`config.mk`:
```
export PLATFORM = sky130hd
export DESIGN_NAME = dram_ctrl
export DESIGN_NICKNAME = d
export VERILOG_FILES = /design/src/dram_pkg.sv /design/src/refresh_if.sv /design/src/refresh_timer.sv /design/src/dram_ctrl.sv
export VERILOG_INCLUDE_DIRS = /design/src /design/src/src
export SDC_FILE = /design/constraint.sdc
export NUM_CORES = 1
export LEC_CHECK = 0
export BUFFER_PORTS_ARGS = -buffer_cell sky130_fd_sc_hd__buf_2
export CAP_MARGIN = 15
export CORE_ASPECT_RATIO = 0.75
export CORE_MARGIN = 3
export CORE_UTILIZATION = 60
export CTS_CLUSTER_SIZE = 24
export DETAILED_ROUTE_END_ITERATION = 16
export PLACE_DENSITY_LB_ADDON = 0.12
export SLEW_MARGIN = 20
export SYNTH_ARGS = -nofsm -noshare
export SYNTH_HDL_FRONTEND = slang
export SYNTH_HIERARCHICAL = 1
export SYNTH_SLANG_ARGS = --single-unit
```
`constraint.sdc`:
```
create_clock -name clk -period 7.1 [get_ports clk]
set_input_delay 1.42 -clock clk [delete_from_list [all_inputs] [get_ports clk]]
set_output_delay 1.42 -clock clk [all_outputs]
set_load 0.01 [all_outputs]
```
`src/dram_map.svh`:
```
// Purpose: Timing and field constants for the word-wide memory controller
// Assumes: 25 MHz controller clock
// Notes:   Least times round up to whole cycles, longest times round down
`ifndef DRAM_MAP_SVH
`define DRAM_MAP_SVH

`define CLK_PERIOD_NS        40
`define CYC_MIN(ns)          ((((ns) + `CLK_PERIOD_NS - 1) / `CLK_PERIOD_NS) < 1 ? 1 : \
                              (((ns) + `CLK_PERIOD_NS - 1) / `CLK_PERIOD_NS))

// Word geometry: 256k words of 16 bits
`define WORD_ADDR_BITS       18
`define WORD_DATA_BITS       16
`define PIN_ADDR_BITS        10

// Refresh variants
`define ROWS_512_BITS        9
`define ROWS_1024_BITS       10
`define REFRESH_512_MS       8
`define REFRESH_1024_MS      16
`define NS_PER_MS            1000000

// Strobe timing, plain defaults
`define ROW_PRECHARGE_NS     60
`define ROW_TO_COLUMN_NS     20
`define COLUMN_PULSE_NS      20
`define COLUMN_PRECHARGE_NS  10
`define ROW_PRECHARGE_CYC    `CYC_MIN(`ROW_PRECHARGE_NS)
`define ROW_TO_COLUMN_CYC    `CYC_MIN(`ROW_TO_COLUMN_NS)
`define COLUMN_PULSE_CYC     `CYC_MIN(`COLUMN_PULSE_NS)
`define COLUMN_PRECHARGE_CYC `CYC_MIN(`COLUMN_PRECHARGE_NS)

// Read data passes two pin flops before capture
`define PIN_SYNC_CYC         2

`endif

```
`src/dram_pkg.sv`:
```
// Purpose: Types shared by the memory controller modules
// Assumes: Constants come from dram_map.svh
// Notes:   One-hot state codes
package dram_pkg;

	typedef enum logic [6:0] {
		ST_IDLE   = 7'h01,
		ST_ROW    = 7'h02,
		ST_COL    = 7'h04,
		ST_PAGE   = 7'h08,
		ST_PRECH  = 7'h10,
		ST_REF    = 7'h20,
		ST_REFEND = 7'h40
	} ctrl_state_type;

	typedef logic [1:0] lane_type;

endpackage

```
`src/refresh_if.sv`:
```
// Purpose: Link between the access sequencer and the refresh scheduler
// Assumes: Single clock domain
// Notes:   Request stays up until acknowledged
`timescale 1ns/1ps
`default_nettype none
interface refresh_if #(parameter int ROW_BITS = 9);
	logic                pending;
	logic                ack;
	logic [ROW_BITS-1:0] row;

	modport scheduler (output pending, output row, input ack);
	modport sequencer (input pending, input row, output ack);
endinterface
`default_nettype wire

```
`src/refresh_timer.sv`:
```
// Purpose: Evenly spaced refresh requests with a stepping row address
// Assumes: INTERVAL_CYC below 4096
// Notes:   A tick that lands with an ack keeps the request pending
`timescale 1ns/1ps
`default_nettype none
module refresh_timer #(
	parameter int ROW_BITS     = 9,
	parameter int INTERVAL_CYC = 390
) (
	input  wire logic            clk,   // Controller clock
	input  wire logic            rst_n, // Async reset, active low
	refresh_if.scheduler         rif    // Request, ack and row
);
	logic [11:0]         tick_q, tick_d;
	logic                pend_q, pend_d;
	logic [ROW_BITS-1:0] row_q, row_d;
	logic                tick_done;

	assign tick_done = (tick_q == 12'(INTERVAL_CYC - 1));

	always_comb begin
		tick_d = tick_done ? 12'h000 : tick_q + 12'h001;
		// Set wins over the acknowledge
		pend_d = tick_done | (pend_q & ~rif.ack);
		row_d  = rif.ack ? row_q + ROW_BITS'(1) : row_q;
	end

	always_ff @(posedge clk or negedge rst_n) begin
		if (!rst_n) begin
			tick_q <= 12'h000;
			pend_q <= 1'b0;
			row_q  <= '0;
		end else begin
			tick_q <= tick_d;
			pend_q <= pend_d;
			row_q  <= row_d;
		end
	end

	assign rif.pending = pend_q;
	assign rif.row     = row_q;
endmodule
`default_nettype wire

```
`src/dram_ctrl.sv`:
```
// Purpose: Controller driving a 256k x 16 dynamic memory by its strobes
// Assumes: 25 MHz clock, one memory, early writes only
// Notes:   Row-only refresh; an open page closes on a miss, on any write or on refresh
//
// Overview of operation
// - The 512-row variant gets 512 refreshes in every 8 ms.
// - The 1024-row variant gets 1024 refreshes in every 16 ms.
// - With dual column strobes the column strobes pick which byte lanes answer.
// - Upper and lower bytes are never written one after the other in one cycle.
// - Early and late writes are never mixed in one cycle.
// - A word write drops both byte controls together.
// - A byte write drops only the control of the chosen lane.
// - Page-mode column strobes stay high for the column precharge minimum.
`timescale 1ns/1ps
`default_nettype none
`include "dram_map.svh"
module dram_ctrl #(
	parameter bit REFRESH_1024 = 1'b0, // 1: 1024 rows per 16 ms part
	parameter bit DUAL_WE      = 1'b0  // 1: dual write enable option
) (
	input  wire logic                         clk,        // 25 MHz clock
	input  wire logic                         rst_n,      // Async reset, low
	input  wire logic                         req,        // Access request
	input  wire logic                         req_write,  // 1 write, 0 read
	input  wire dram_pkg::lane_type           req_lanes,  // [1] upper, [0] lower
	input  wire logic [`WORD_ADDR_BITS-1:0]   req_addr,   // Word address
	input  wire logic [`WORD_DATA_BITS-1:0]   req_wdata,  // Write word
	output logic                              ready,      // Request taken now
	output logic [`WORD_DATA_BITS-1:0]        rdata,      // Read word
	output logic                              rvalid,     // Read word pulse
	output logic                              row_strobe_n,          // Row strobe
	output logic                              upper_byte_column_strobe_n, // Upper col
	output logic                              lower_byte_column_strobe_n, // Lower col
	output logic                              upper_write_enable_n,  // Upper write
	output logic                              lower_write_enable_n,  // Lower write
	output logic [`PIN_ADDR_BITS-1:0]         mem_addr,   // Multiplexed address
	output logic [`WORD_DATA_BITS-1:0]        dq_out,     // Data pins out
	output logic                              dq_oe,      // Data pins driven
	input  wire logic [`WORD_DATA_BITS-1:0]   dq_in       // Data pins in
);
	import dram_pkg::*;

	localparam int ROW_BITS = REFRESH_1024 ? `ROWS_1024_BITS : `ROWS_512_BITS;
	localparam int COL_BITS = `WORD_ADDR_BITS - ROW_BITS;
	localparam int PERIOD_MS = REFRESH_1024 ? `REFRESH_1024_MS : `REFRESH_512_MS;
	// Longest gap between refreshes, rounded down
	localparam int INTERVAL_CYC =
		(PERIOD_MS * `NS_PER_MS) / (`CLK_PERIOD_NS * (1 << ROW_BITS));
	localparam int READ_HOLD_CYC = `COLUMN_PULSE_CYC + `PIN_SYNC_CYC;

	refresh_if #(.ROW_BITS(ROW_BITS)) rif ();

	refresh_timer #(
		.ROW_BITS     (ROW_BITS),
		.INTERVAL_CYC (INTERVAL_CYC)
	) u_refresh (
		.clk   (clk),
		.rst_n (rst_n),
		.rif   (rif)
	);

	ctrl_state_type                state_q, state_d;
	logic [7:0]                    cnt_q, cnt_d;
	logic                          write_q, write_d;
	lane_type                      lanes_q, lanes_d;
	logic [`WORD_ADDR_BITS-1:0]    addr_q, addr_d;
	logic [`WORD_DATA_BITS-1:0]    wdata_q, wdata_d;
	logic                          pend_q, pend_d;
	logic                          ras_n_q, ras_n_d;
	lane_type                      cas_n_q, cas_n_d;
	lane_type                      we_n_q, we_n_d;
	logic [`PIN_ADDR_BITS-1:0]     maddr_q, maddr_d;
	logic                          oe_q, oe_d;
	logic                          ready_q, ready_d;
	logic [`WORD_DATA_BITS-1:0]    rdata_q, rdata_d;
	logic                          rvalid_q, rvalid_d;
	logic [`WORD_DATA_BITS-1:0]    dq_s1_q, dq_s2_q;
	logic                          take, cnt_done, page_hit;
	lane_type                      req_lanes_fix;

	assign cnt_done = (cnt_q == 8'h00);
	assign take     = req & ready_q;
	// No lane chosen is read as a whole word
	assign req_lanes_fix = (req_lanes == 2'b00) ? 2'b11 : req_lanes;
	assign page_hit = ~req_write &
		(req_addr[`WORD_ADDR_BITS-1 -: ROW_BITS] == addr_q[`WORD_ADDR_BITS-1 -: ROW_BITS]);

	function automatic logic [`PIN_ADDR_BITS-1:0] row_of(input logic [`WORD_ADDR_BITS-1:0] a);
		row_of = `PIN_ADDR_BITS'(a[`WORD_ADDR_BITS-1 -: ROW_BITS]);
	endfunction

	function automatic logic [`PIN_ADDR_BITS-1:0] col_of(input logic [`WORD_ADDR_BITS-1:0] a);
		col_of = `PIN_ADDR_BITS'(a[COL_BITS-1:0]);
	endfunction

	always_comb begin
		state_d  = state_q;
		cnt_d    = cnt_q == 8'h00 ? 8'h00 : cnt_q - 8'h01;
		write_d  = write_q;
		lanes_d  = lanes_q;
		addr_d   = addr_q;
		wdata_d  = wdata_q;
		pend_d   = pend_q;
		ras_n_d  = ras_n_q;
		cas_n_d  = cas_n_q;
		we_n_d   = we_n_q;
		maddr_d  = maddr_q;
		oe_d     = oe_q;
		ready_d  = 1'b0;
		rdata_d  = rdata_q;
		rvalid_d = 1'b0;
		rif.ack  = 1'b0;
		if (take) begin
			write_d = req_write;
			lanes_d = req_lanes_fix;
			addr_d  = req_addr;
			wdata_d = req_wdata;
		end
		case (state_q)
			ST_IDLE: begin
				// A request already shown ready goes first, else it would be lost
				if (rif.pending && !take) begin
					// Row-only refresh of the next row in turn
					state_d = ST_REF;
					ras_n_d = 1'b0;
					maddr_d = `PIN_ADDR_BITS'(rif.row);
					cnt_d   = 8'(`ROW_TO_COLUMN_CYC + `COLUMN_PULSE_CYC - 1);
				end else if (take) begin
					state_d = ST_ROW;
					ras_n_d = 1'b0;
					maddr_d = row_of(req_addr);
					cnt_d   = 8'(`ROW_TO_COLUMN_CYC - 1);
					oe_d    = req_write;
					// Write enable falls before any column strobe: early write only
					if (req_write)
						we_n_d = DUAL_WE ? ~req_lanes_fix : 2'b00;
				end else begin
					ready_d = 1'b1;
				end
			end
			ST_ROW: begin
				if (cnt_done) begin
					state_d = ST_COL;
					maddr_d = col_of(addr_q);
					// Full word latched on the strobe falls, lanes picked by strobes, or by write enables on DUAL_WE writes
					cas_n_d = (DUAL_WE && write_q) ? 2'b00 : ~lanes_q;
					cnt_d   = write_q ? 8'(`COLUMN_PULSE_CYC - 1) : 8'(READ_HOLD_CYC - 1);
				end
			end
			ST_COL: begin
				if (cnt_done) begin
					cas_n_d = 2'b11;
					we_n_d  = 2'b11;
					if (write_q) begin
						// A write always ends its row cycle; no second lane follows
						state_d = ST_PRECH;
						ras_n_d = 1'b1;
						oe_d    = 1'b0;
						cnt_d   = 8'(`ROW_PRECHARGE_CYC - 1);
					end else begin
						state_d  = ST_PAGE;
						rdata_d  = dq_s2_q;
						rvalid_d = 1'b1;
						cnt_d    = 8'(`COLUMN_PRECHARGE_CYC - 1);
					end
				end
			end
			ST_PAGE: begin
				if (rif.pending && !take) begin
					state_d = ST_PRECH;
					ras_n_d = 1'b1;
					cnt_d   = 8'(`ROW_PRECHARGE_CYC - 1);
				end else if (take && page_hit) begin
					state_d = ST_ROW;
					cnt_d   = 8'h00;
				end else if (take) begin
					state_d = ST_PRECH;
					pend_d  = 1'b1;
					ras_n_d = 1'b1;
					cnt_d   = 8'(`ROW_PRECHARGE_CYC - 1);
				end else begin
					// Next column strobe waits out the column precharge
					ready_d = (cnt_q <= 8'h01) & ~rif.pending;
				end
			end
			ST_PRECH: begin
				if (cnt_done) begin
					if (pend_q) begin
						pend_d  = 1'b0;
						state_d = ST_ROW;
						ras_n_d = 1'b0;
						maddr_d = row_of(addr_q);
						cnt_d   = 8'(`ROW_TO_COLUMN_CYC - 1);
						oe_d    = write_q;
						if (write_q)
							we_n_d = DUAL_WE ? ~lanes_q : 2'b00;
					end else begin
						state_d = ST_IDLE;
						ready_d = ~rif.pending;
					end
				end
			end
			ST_REF: begin
				if (cnt_done) begin
					state_d = ST_REFEND;
					ras_n_d = 1'b1;
					rif.ack = 1'b1;
					cnt_d   = 8'(`ROW_PRECHARGE_CYC - 1);
				end
			end
			ST_REFEND: begin
				if (cnt_done) begin
					state_d = ST_IDLE;
					ready_d = ~rif.pending;
				end
			end
			default: begin
				state_d = ST_IDLE;
				ras_n_d = 1'b1;
				cas_n_d = 2'b11;
				we_n_d  = 2'b11;
				oe_d    = 1'b0;
			end
		endcase
	end

	always_ff @(posedge clk or negedge rst_n) begin
		if (!rst_n) begin
			state_q  <= ST_IDLE;
			cnt_q    <= 8'h00;
			write_q  <= 1'b0;
			lanes_q  <= 2'b00;
			addr_q   <= '0;
			wdata_q  <= '0;
			pend_q   <= 1'b0;
			ras_n_q  <= 1'b1;
			cas_n_q  <= 2'b11;
			we_n_q   <= 2'b11;
			maddr_q  <= '0;
			oe_q     <= 1'b0;
			ready_q  <= 1'b0;
			rdata_q  <= '0;
			rvalid_q <= 1'b0;
			dq_s1_q  <= '0;
			dq_s2_q  <= '0;
		end else begin
			state_q  <= state_d;
			cnt_q    <= cnt_d;
			write_q  <= write_d;
			lanes_q  <= lanes_d;
			addr_q   <= addr_d;
			wdata_q  <= wdata_d;
			pend_q   <= pend_d;
			ras_n_q  <= ras_n_d;
			cas_n_q  <= cas_n_d;
			we_n_q   <= we_n_d;
			maddr_q  <= maddr_d;
			oe_q     <= oe_d;
			ready_q  <= ready_d;
			rdata_q  <= rdata_d;
			rvalid_q <= rvalid_d;
			dq_s1_q  <= dq_in;
			dq_s2_q  <= dq_s1_q;
		end
	end

	assign ready                      = ready_q;
	assign rdata                      = rdata_q;
	assign rvalid                     = rvalid_q;
	assign row_strobe_n               = ras_n_q;
	assign upper_byte_column_strobe_n = cas_n_q[1];
	assign lower_byte_column_strobe_n = cas_n_q[0];
	assign upper_write_enable_n       = we_n_q[1];
	assign lower_write_enable_n       = we_n_q[0];
	assign mem_addr                   = maddr_q;
	assign dq_out                     = wdata_q;
	assign dq_oe                      = oe_q;
endmodule
`default_nettype wire

```
; Yosys cells after proc, flatten, opt, wreduce, memory -nomap -nowiden
; Index checks and enable logic that the tools add are counted.
[totals]
word_cells = 162
input_bits = 56
regBits = 141
output_inout_bits = 50
[op_classes]
n_bitwise = 13
n_eq_ne = 27
n_addsub = 3
muxes = 80
n_lt_le_gt_ge = 1
n_reduce_logical = 18
[ops]
columns = op, count
row1 = 8-bit 2-to-1 mux, 11
row2 = 7-bit 2-to-1 mux, 10
row3 = 10-bit 2-to-1 mux, 5
row4 = 7-bit case mux with 7 select lines, 1
row5 = 8-bit case mux with 6 select lines, 1
row6 = 1-bit 2-to-1 mux, 32
row7 = 10-bit case mux with 3 select lines, 1
row8 = 2-bit != test (second input constant), 14
row9 = 2-bit 2-to-1 mux, 11
row10 = 7-bit AND reduction, 2
row11 = 12-bit by 1-bit adder with 12-bit output (second input constant), 1
row12 = 12-bit by 9-bit equality test with 1-bit output (second input constant), 1
row13 = 12-bit 2-to-1 mux, 1
row14 = 5-bit AND reduction, 2
row15 = 9-bit by 1-bit adder with 9-bit output (second input constant), 1
row16 = 9-bit equality test, 1
row17 = 3-bit != test (second input constant), 3
row18 = 9-bit AND reduction, 1
row19 = 8-bit by 1-bit <= comparator with 1-bit output (second input constant), 1
row20 = 8-bit logical NOT, 1
row21 = 1-bit case mux with 4 select lines, 2
row22 = 2-bit case mux with 4 select lines, 1
row23 = 8-bit AND reduction, 1
row24 = 8-bit by 1-bit subtractor with 8-bit output (second input constant), 1
row25 = 25 further kinds, 36

; Depth between registers and ports, before layout
[logic_depth]
depth_word = 6
ltp_mapped = 9
ltp_nobuf = 7

; Modules after synthesis
; The synthesis kept the hierarchy.
[by_module_without_submodules]
columns = mod, n_inst, seq_area_each_um2, area_per_inst_um2, cells_per_inst
row1 = dram_ctrl, 1, 2934.1, 5008.6, 485
row2 = refresh_timer, 1, 550.5, 1006.0, 88

; Worst setup path before layout
; OpenSTA, ideal clock, no wires.
[synth_timing]
path_type = input-to-reg
start = in req_addr[16]
end = reg ras_n_q, in the netlist row_strobe_n
setup_slack_ns = 4.414
arrival_ns = 2.602
setup_ns = 0.085
required_time_ns = 7.015
n_path_buf = 0
cell_stages = 6
cell_sequence = xnor2_1 > nand4_1 > nor4_1 > nand2_1 > o211ai_1 > mux2_1
[synth_between]
elab_chain_len = 5
[synth_rtl]
columns = item, line_no
row1 = start: declaration, dram_ctrl.sv:26  ; input wire logic [`WORD_ADDR_BITS-1:0] req_addr,
row2 = 9-bit equality test, dram_ctrl.sv:86  ; (req_addr[`WORD_ADDR_BITS-1 -: ROW_BITS] == addr_q[`WORD_ADDR_BITS-1 -: ROW_BITS]);
row3 = 1-bit bitwise AND, dram_ctrl.sv:85  ; assign page_hit = ~req_write &
row4 = 1-bit logical AND, dram_ctrl.sv:173  ; end else if (take && page_hit) begin
row5 = 3-bit != test (no source line), -
row6 = 9-bit AND reduction (no source line), -
row7 = end signal: assignment, dram_ctrl.sv:254  ; ras_n_q <= ras_n_d;
row8 = end: declaration, dram_ctrl.sv:69  ; logic ras_n_q, ras_n_d;
; No other way between the ends.
; A chain may end at the register's enable or synchronous reset.

; Final worst setup path
[layout_timing]
start = reg cnt_q[5]
end = reg u_refresh.row_q[7], in the netlist u_refresh/rif.row[7]
[layout_between]
elab_chain_len = 3
[layout_rtl]
columns = item, line_no
row1 = start: declaration, dram_ctrl.sv:63  ; logic [7:0] cnt_q, cnt_d;
row2 = start signal: assignment, dram_ctrl.sv:248  ; cnt_q <= cnt_d;
row3 = 8-bit logical NOT, dram_ctrl.sv:81  ; assign cnt_done = (cnt_q == 8'h00);
row4 = 1-bit 2-to-1 mux, dram_ctrl.sv:204  ; if (cnt_done) begin
row5 = 1-bit 2-to-1 mux, dram_ctrl.sv:119  ; case (state_q)
row6 = via rif.ack, refresh_if.sv:8  ; logic ack;
row7 = end signal: assignment, refresh_timer.sv:36  ; row_q <= row_d;
row8 = end: declaration, refresh_timer.sv:16  ; logic [ROW_BITS-1:0] row_q, row_d;
; The timed path passes the listed nets, and every way through them passes these cells.

==> results.py <==
metrics = {
    "outcome": {
        "outcome": "complete, no violations",
    },
    "sta": {
        "post-route-period-util_pct": 42.0,
        "setup_viol": 0,
        "hold_violations": 0,
        "finalClockSkew_ps": 8.01,
        "finalCriticalPeriod_ps": 2980,
        "setup_tns_ps": 0,
        "timing.fmax_mhz": 335,
        "relSlewSlack_pct": 48.5,
        "tightest_slew_ps": 770,
        "rsz0062_at_grt": "false",
        "slew_violations": 0,
    },
    "setup_path": {
        "r2r_setup_slack_ps": 4120,
        "worstPathMaxFanout": 12,
        "crit_buf_inv": 0,
        "path_class": "reg2reg",
        "endpoint_kind": "flop",
        "path_cells": "or4_4, nor3_1, nand2_1, nor2_1, nand4_1, nor3_1, xor2_1",
        "cp_common_cell": "nor3_1",
        "worstPathRequired_ps": 7440,
        "max_stage_delay_ps": 600,
        "slowest_stage": "or4_4",
        "arrival_ps": 3320,
        "cp_top_family": "simple AND/OR/NAND/NOR gates",
        "reg2reg_depth": 7,
        "r2r-end": "u_refresh/rif.row[7]",
        "r2r_start": "cnt_q[5]",
        "crit_path_start_kind": "flop",
    },
    "yosys": {
        "synth_edf_count": 0,
        "synthArstFlopShare_pct": 100,
        "ys_ff_latch": 139,
        "synth_area_leaders": "dfrtp_1, nand2_1, mux2_2",
        "ys_types": 59,
        "yosys_warnings": 6,
        "synth_area_leader_cell": "dfrtp_1",
        "syn-num-nets": 635,
        "synth_common_cells": "dfrtp_1, nand2_1, nor2_1",
        "synth_top_cell_area_share_pct": 55.8,
        "ys.flop_type": "dfrtp_1",
        "syn_avg_cell_area_sq_um": 10.5,
        "syn_area_sq_mm": 0.00601,
        "netlist_instances": 573,
        "synth.most_common_cell": "dfrtp_1",
        "yosysSeqAreaShare_pct": 57.9,
    },
    "clocking": {
        "tritoncts": "done",
        "clkLatencyLatePin_ps": 420,
        "h-tree-depth": 4,
        "clockRootBuffer": "clkbuf_16",
        "cts_max_path_buffers": 2,
        "cts-hold-fix-buffers": 0,
        "cts-resized-gates": 0,
        "clkSinkCount": 139,
        "post_cts_buffers": 0,
        "cts_buffers": 17,
        "clk_pin_slew_ps": 60,
    },
    "global_route": {
        "track_usage_pct": 26.5,
        "grt_pass1_vias": 4780,
        "grt_pass1_wl_um": 23400,
        "grt_max_degree": 87,
        "overflow": 0,
        "antenna_found_initial": 0,
    },
    "floorplan": {
        "top_level_ports": 106,
        "rows": 30,
        "die_area_sq_mm": 0.0113,
        "start_util_pct": 64.1,
        "core-area_sq_mm": 0.00938,
        "die_w_um": 122,
        "die_h_um": 92.7,
    },
    "routing": {
        "wl_per_cell_um": 17.7,
        "dr.pass1.iters": 5,
        "antenna_left": 0,
        "drtIter0Drc": 418,
        "num_vias": 4761,
        "drc": 0,
        "via_per_inst": 5.89,
        "drt_wl_total_um": 14300,
    },
    "placement": {
        "gp_congestion": 0.932,
        "portBuffers": 104,
        "dp_hpwl_um": 9220,
    },
    "worst_hold_path": {
        "hold_path.class": "reg2reg",
        "hold_depth": 0,
        "hold_end": "dq_s2_q[1]",
        "worstHoldStart": "dq_s1_q[1]",
    },
    "layout": {
        "utilization_pct": 76.6,
        "drive_gt1_share_pct": 25.6,
        "diodes": 0,
        "fin_nets": 729,
        "syn2layout_area_growth_pct": 19.5,
    },
    "power_and_ir_drop": {
        "vdd_drop_max_uv": 319,
        "power_per_cell_area_mw_per_mm2": 409,
        "power_leakage_uw": 0.00352,
    },
    "run": {
        "drv_cap": 0,
    },
}
## area by class of cell
| type | instances | area, sq um |
|---|---|---|
| timing repair buffer | 107 | 553 |
| tap | 128 | 160 |
| clock buffer | 17 | 425 |
| sequential | 139 | 3480 |
| clock inverter | 15 | 185 |
| fill | 602 | 2200 |
| multi-input combinational | 393 | 2350 |
| inverter | 9 | 33.8 |
## how the worst max path moves through the flow
stage	to	depth (start not counted)	startpoint
after global placement	row_strobe_n	8	req
after detailed placement	state_q[0]	7	req
after global routing	u_refresh/rif.row[7]	7	cnt_q[5]
after floorplan	row_strobe_n	6	req_addr[16]
final	u_refresh/rif.row[7]	7	cnt_q[5]
after CTS	u_refresh/rif.row[7]	7	cnt_q[5]
## logic make-up (layout without fill, tap and decap cells)
family	after synthesis	in the layout	share of synthesized area, %
AND/OR/NAND/NOR	246	246	19.3
flip-flops	139	139	57.9
AO/OA/AOI/OAI	85	85	9.57
buffers and inverters	41	148	3.06
XOR/XNOR	36	36	5.24
multiplexers	19	19	3.62
adder cells (fa/ha/maj)	6	6	1.25
other	1	1	0.0623
## per-layer routing
| layer | part of all wire (%) | global-route usage, % | up-vias |
|---|---|---|---|
| met5 | 0 | 0 | - |
| met4 | 2.6 | 10.5 | 0 |
| met3 | 8.0 | 7.08 | 38 |
| met2 | 48 | 42.1 | 215 |
| met1 | 42 | 34.9 | 2351 |
| li1 | - | - | 2157 |
## state kept, by name, indices dropped and copies added (netlist names), 7 cells and up
signal / flops
dq_s2_q: 16
mem_addr: 9
dq_out: 16
u_refresh/tick_q: 12
state_q: 7
cnt_q: 8
addr_q: 18
rdata: 16
u_refresh/rif.row: 9
dq_s1_q: 16
## stage by stage
stage          power [uW]  cells  area (sq um)  hold slack (ps)  setup slack, ps
6_report             2940    808          7190              341             4120
3_5_place_dp         2020    776          6570              336             3800
2_1_floorplan        1750    573          6010              331             4410
4_1_cts              2940    808          7180              344             4170
3_3_place_gp         1980    776          6570              332             3820
5_1_grt              3110    808          7190              357             3830
## power by group
part	total (uW)	internal, uW	switching [uW]
registers	1170	998	172
logic	869	358	511
clock network	903	533	370
total	2940	1890	1050
## placed cells by master, fill, tap and decap left out, types with 3 or more instances in the layout
cell type and instances:
nand3_1 23, nand4_1 6, a21oi_2 3, dfrtp_1 134, xnor2_1 20, o31ai_1 3
mux2_2 17, o22ai_1 5, or3_1 3, nor3b_1 4, nor4_1 6, nand2_1 131
clkbuf_16 17, nor3_1 7, nor2b_1 4, nor4b_1 3, dfstp_2 5, a21oi_1 23
buf_2 103, nor2_1 38, and3_1 7, o21ai_0 20, a221oi_1 10, xor2_1 16
inv_6 3, inv_8 4, inv_1 9, o221ai_1 3, ha_1 6
Power figures use the tool's default switching activity.
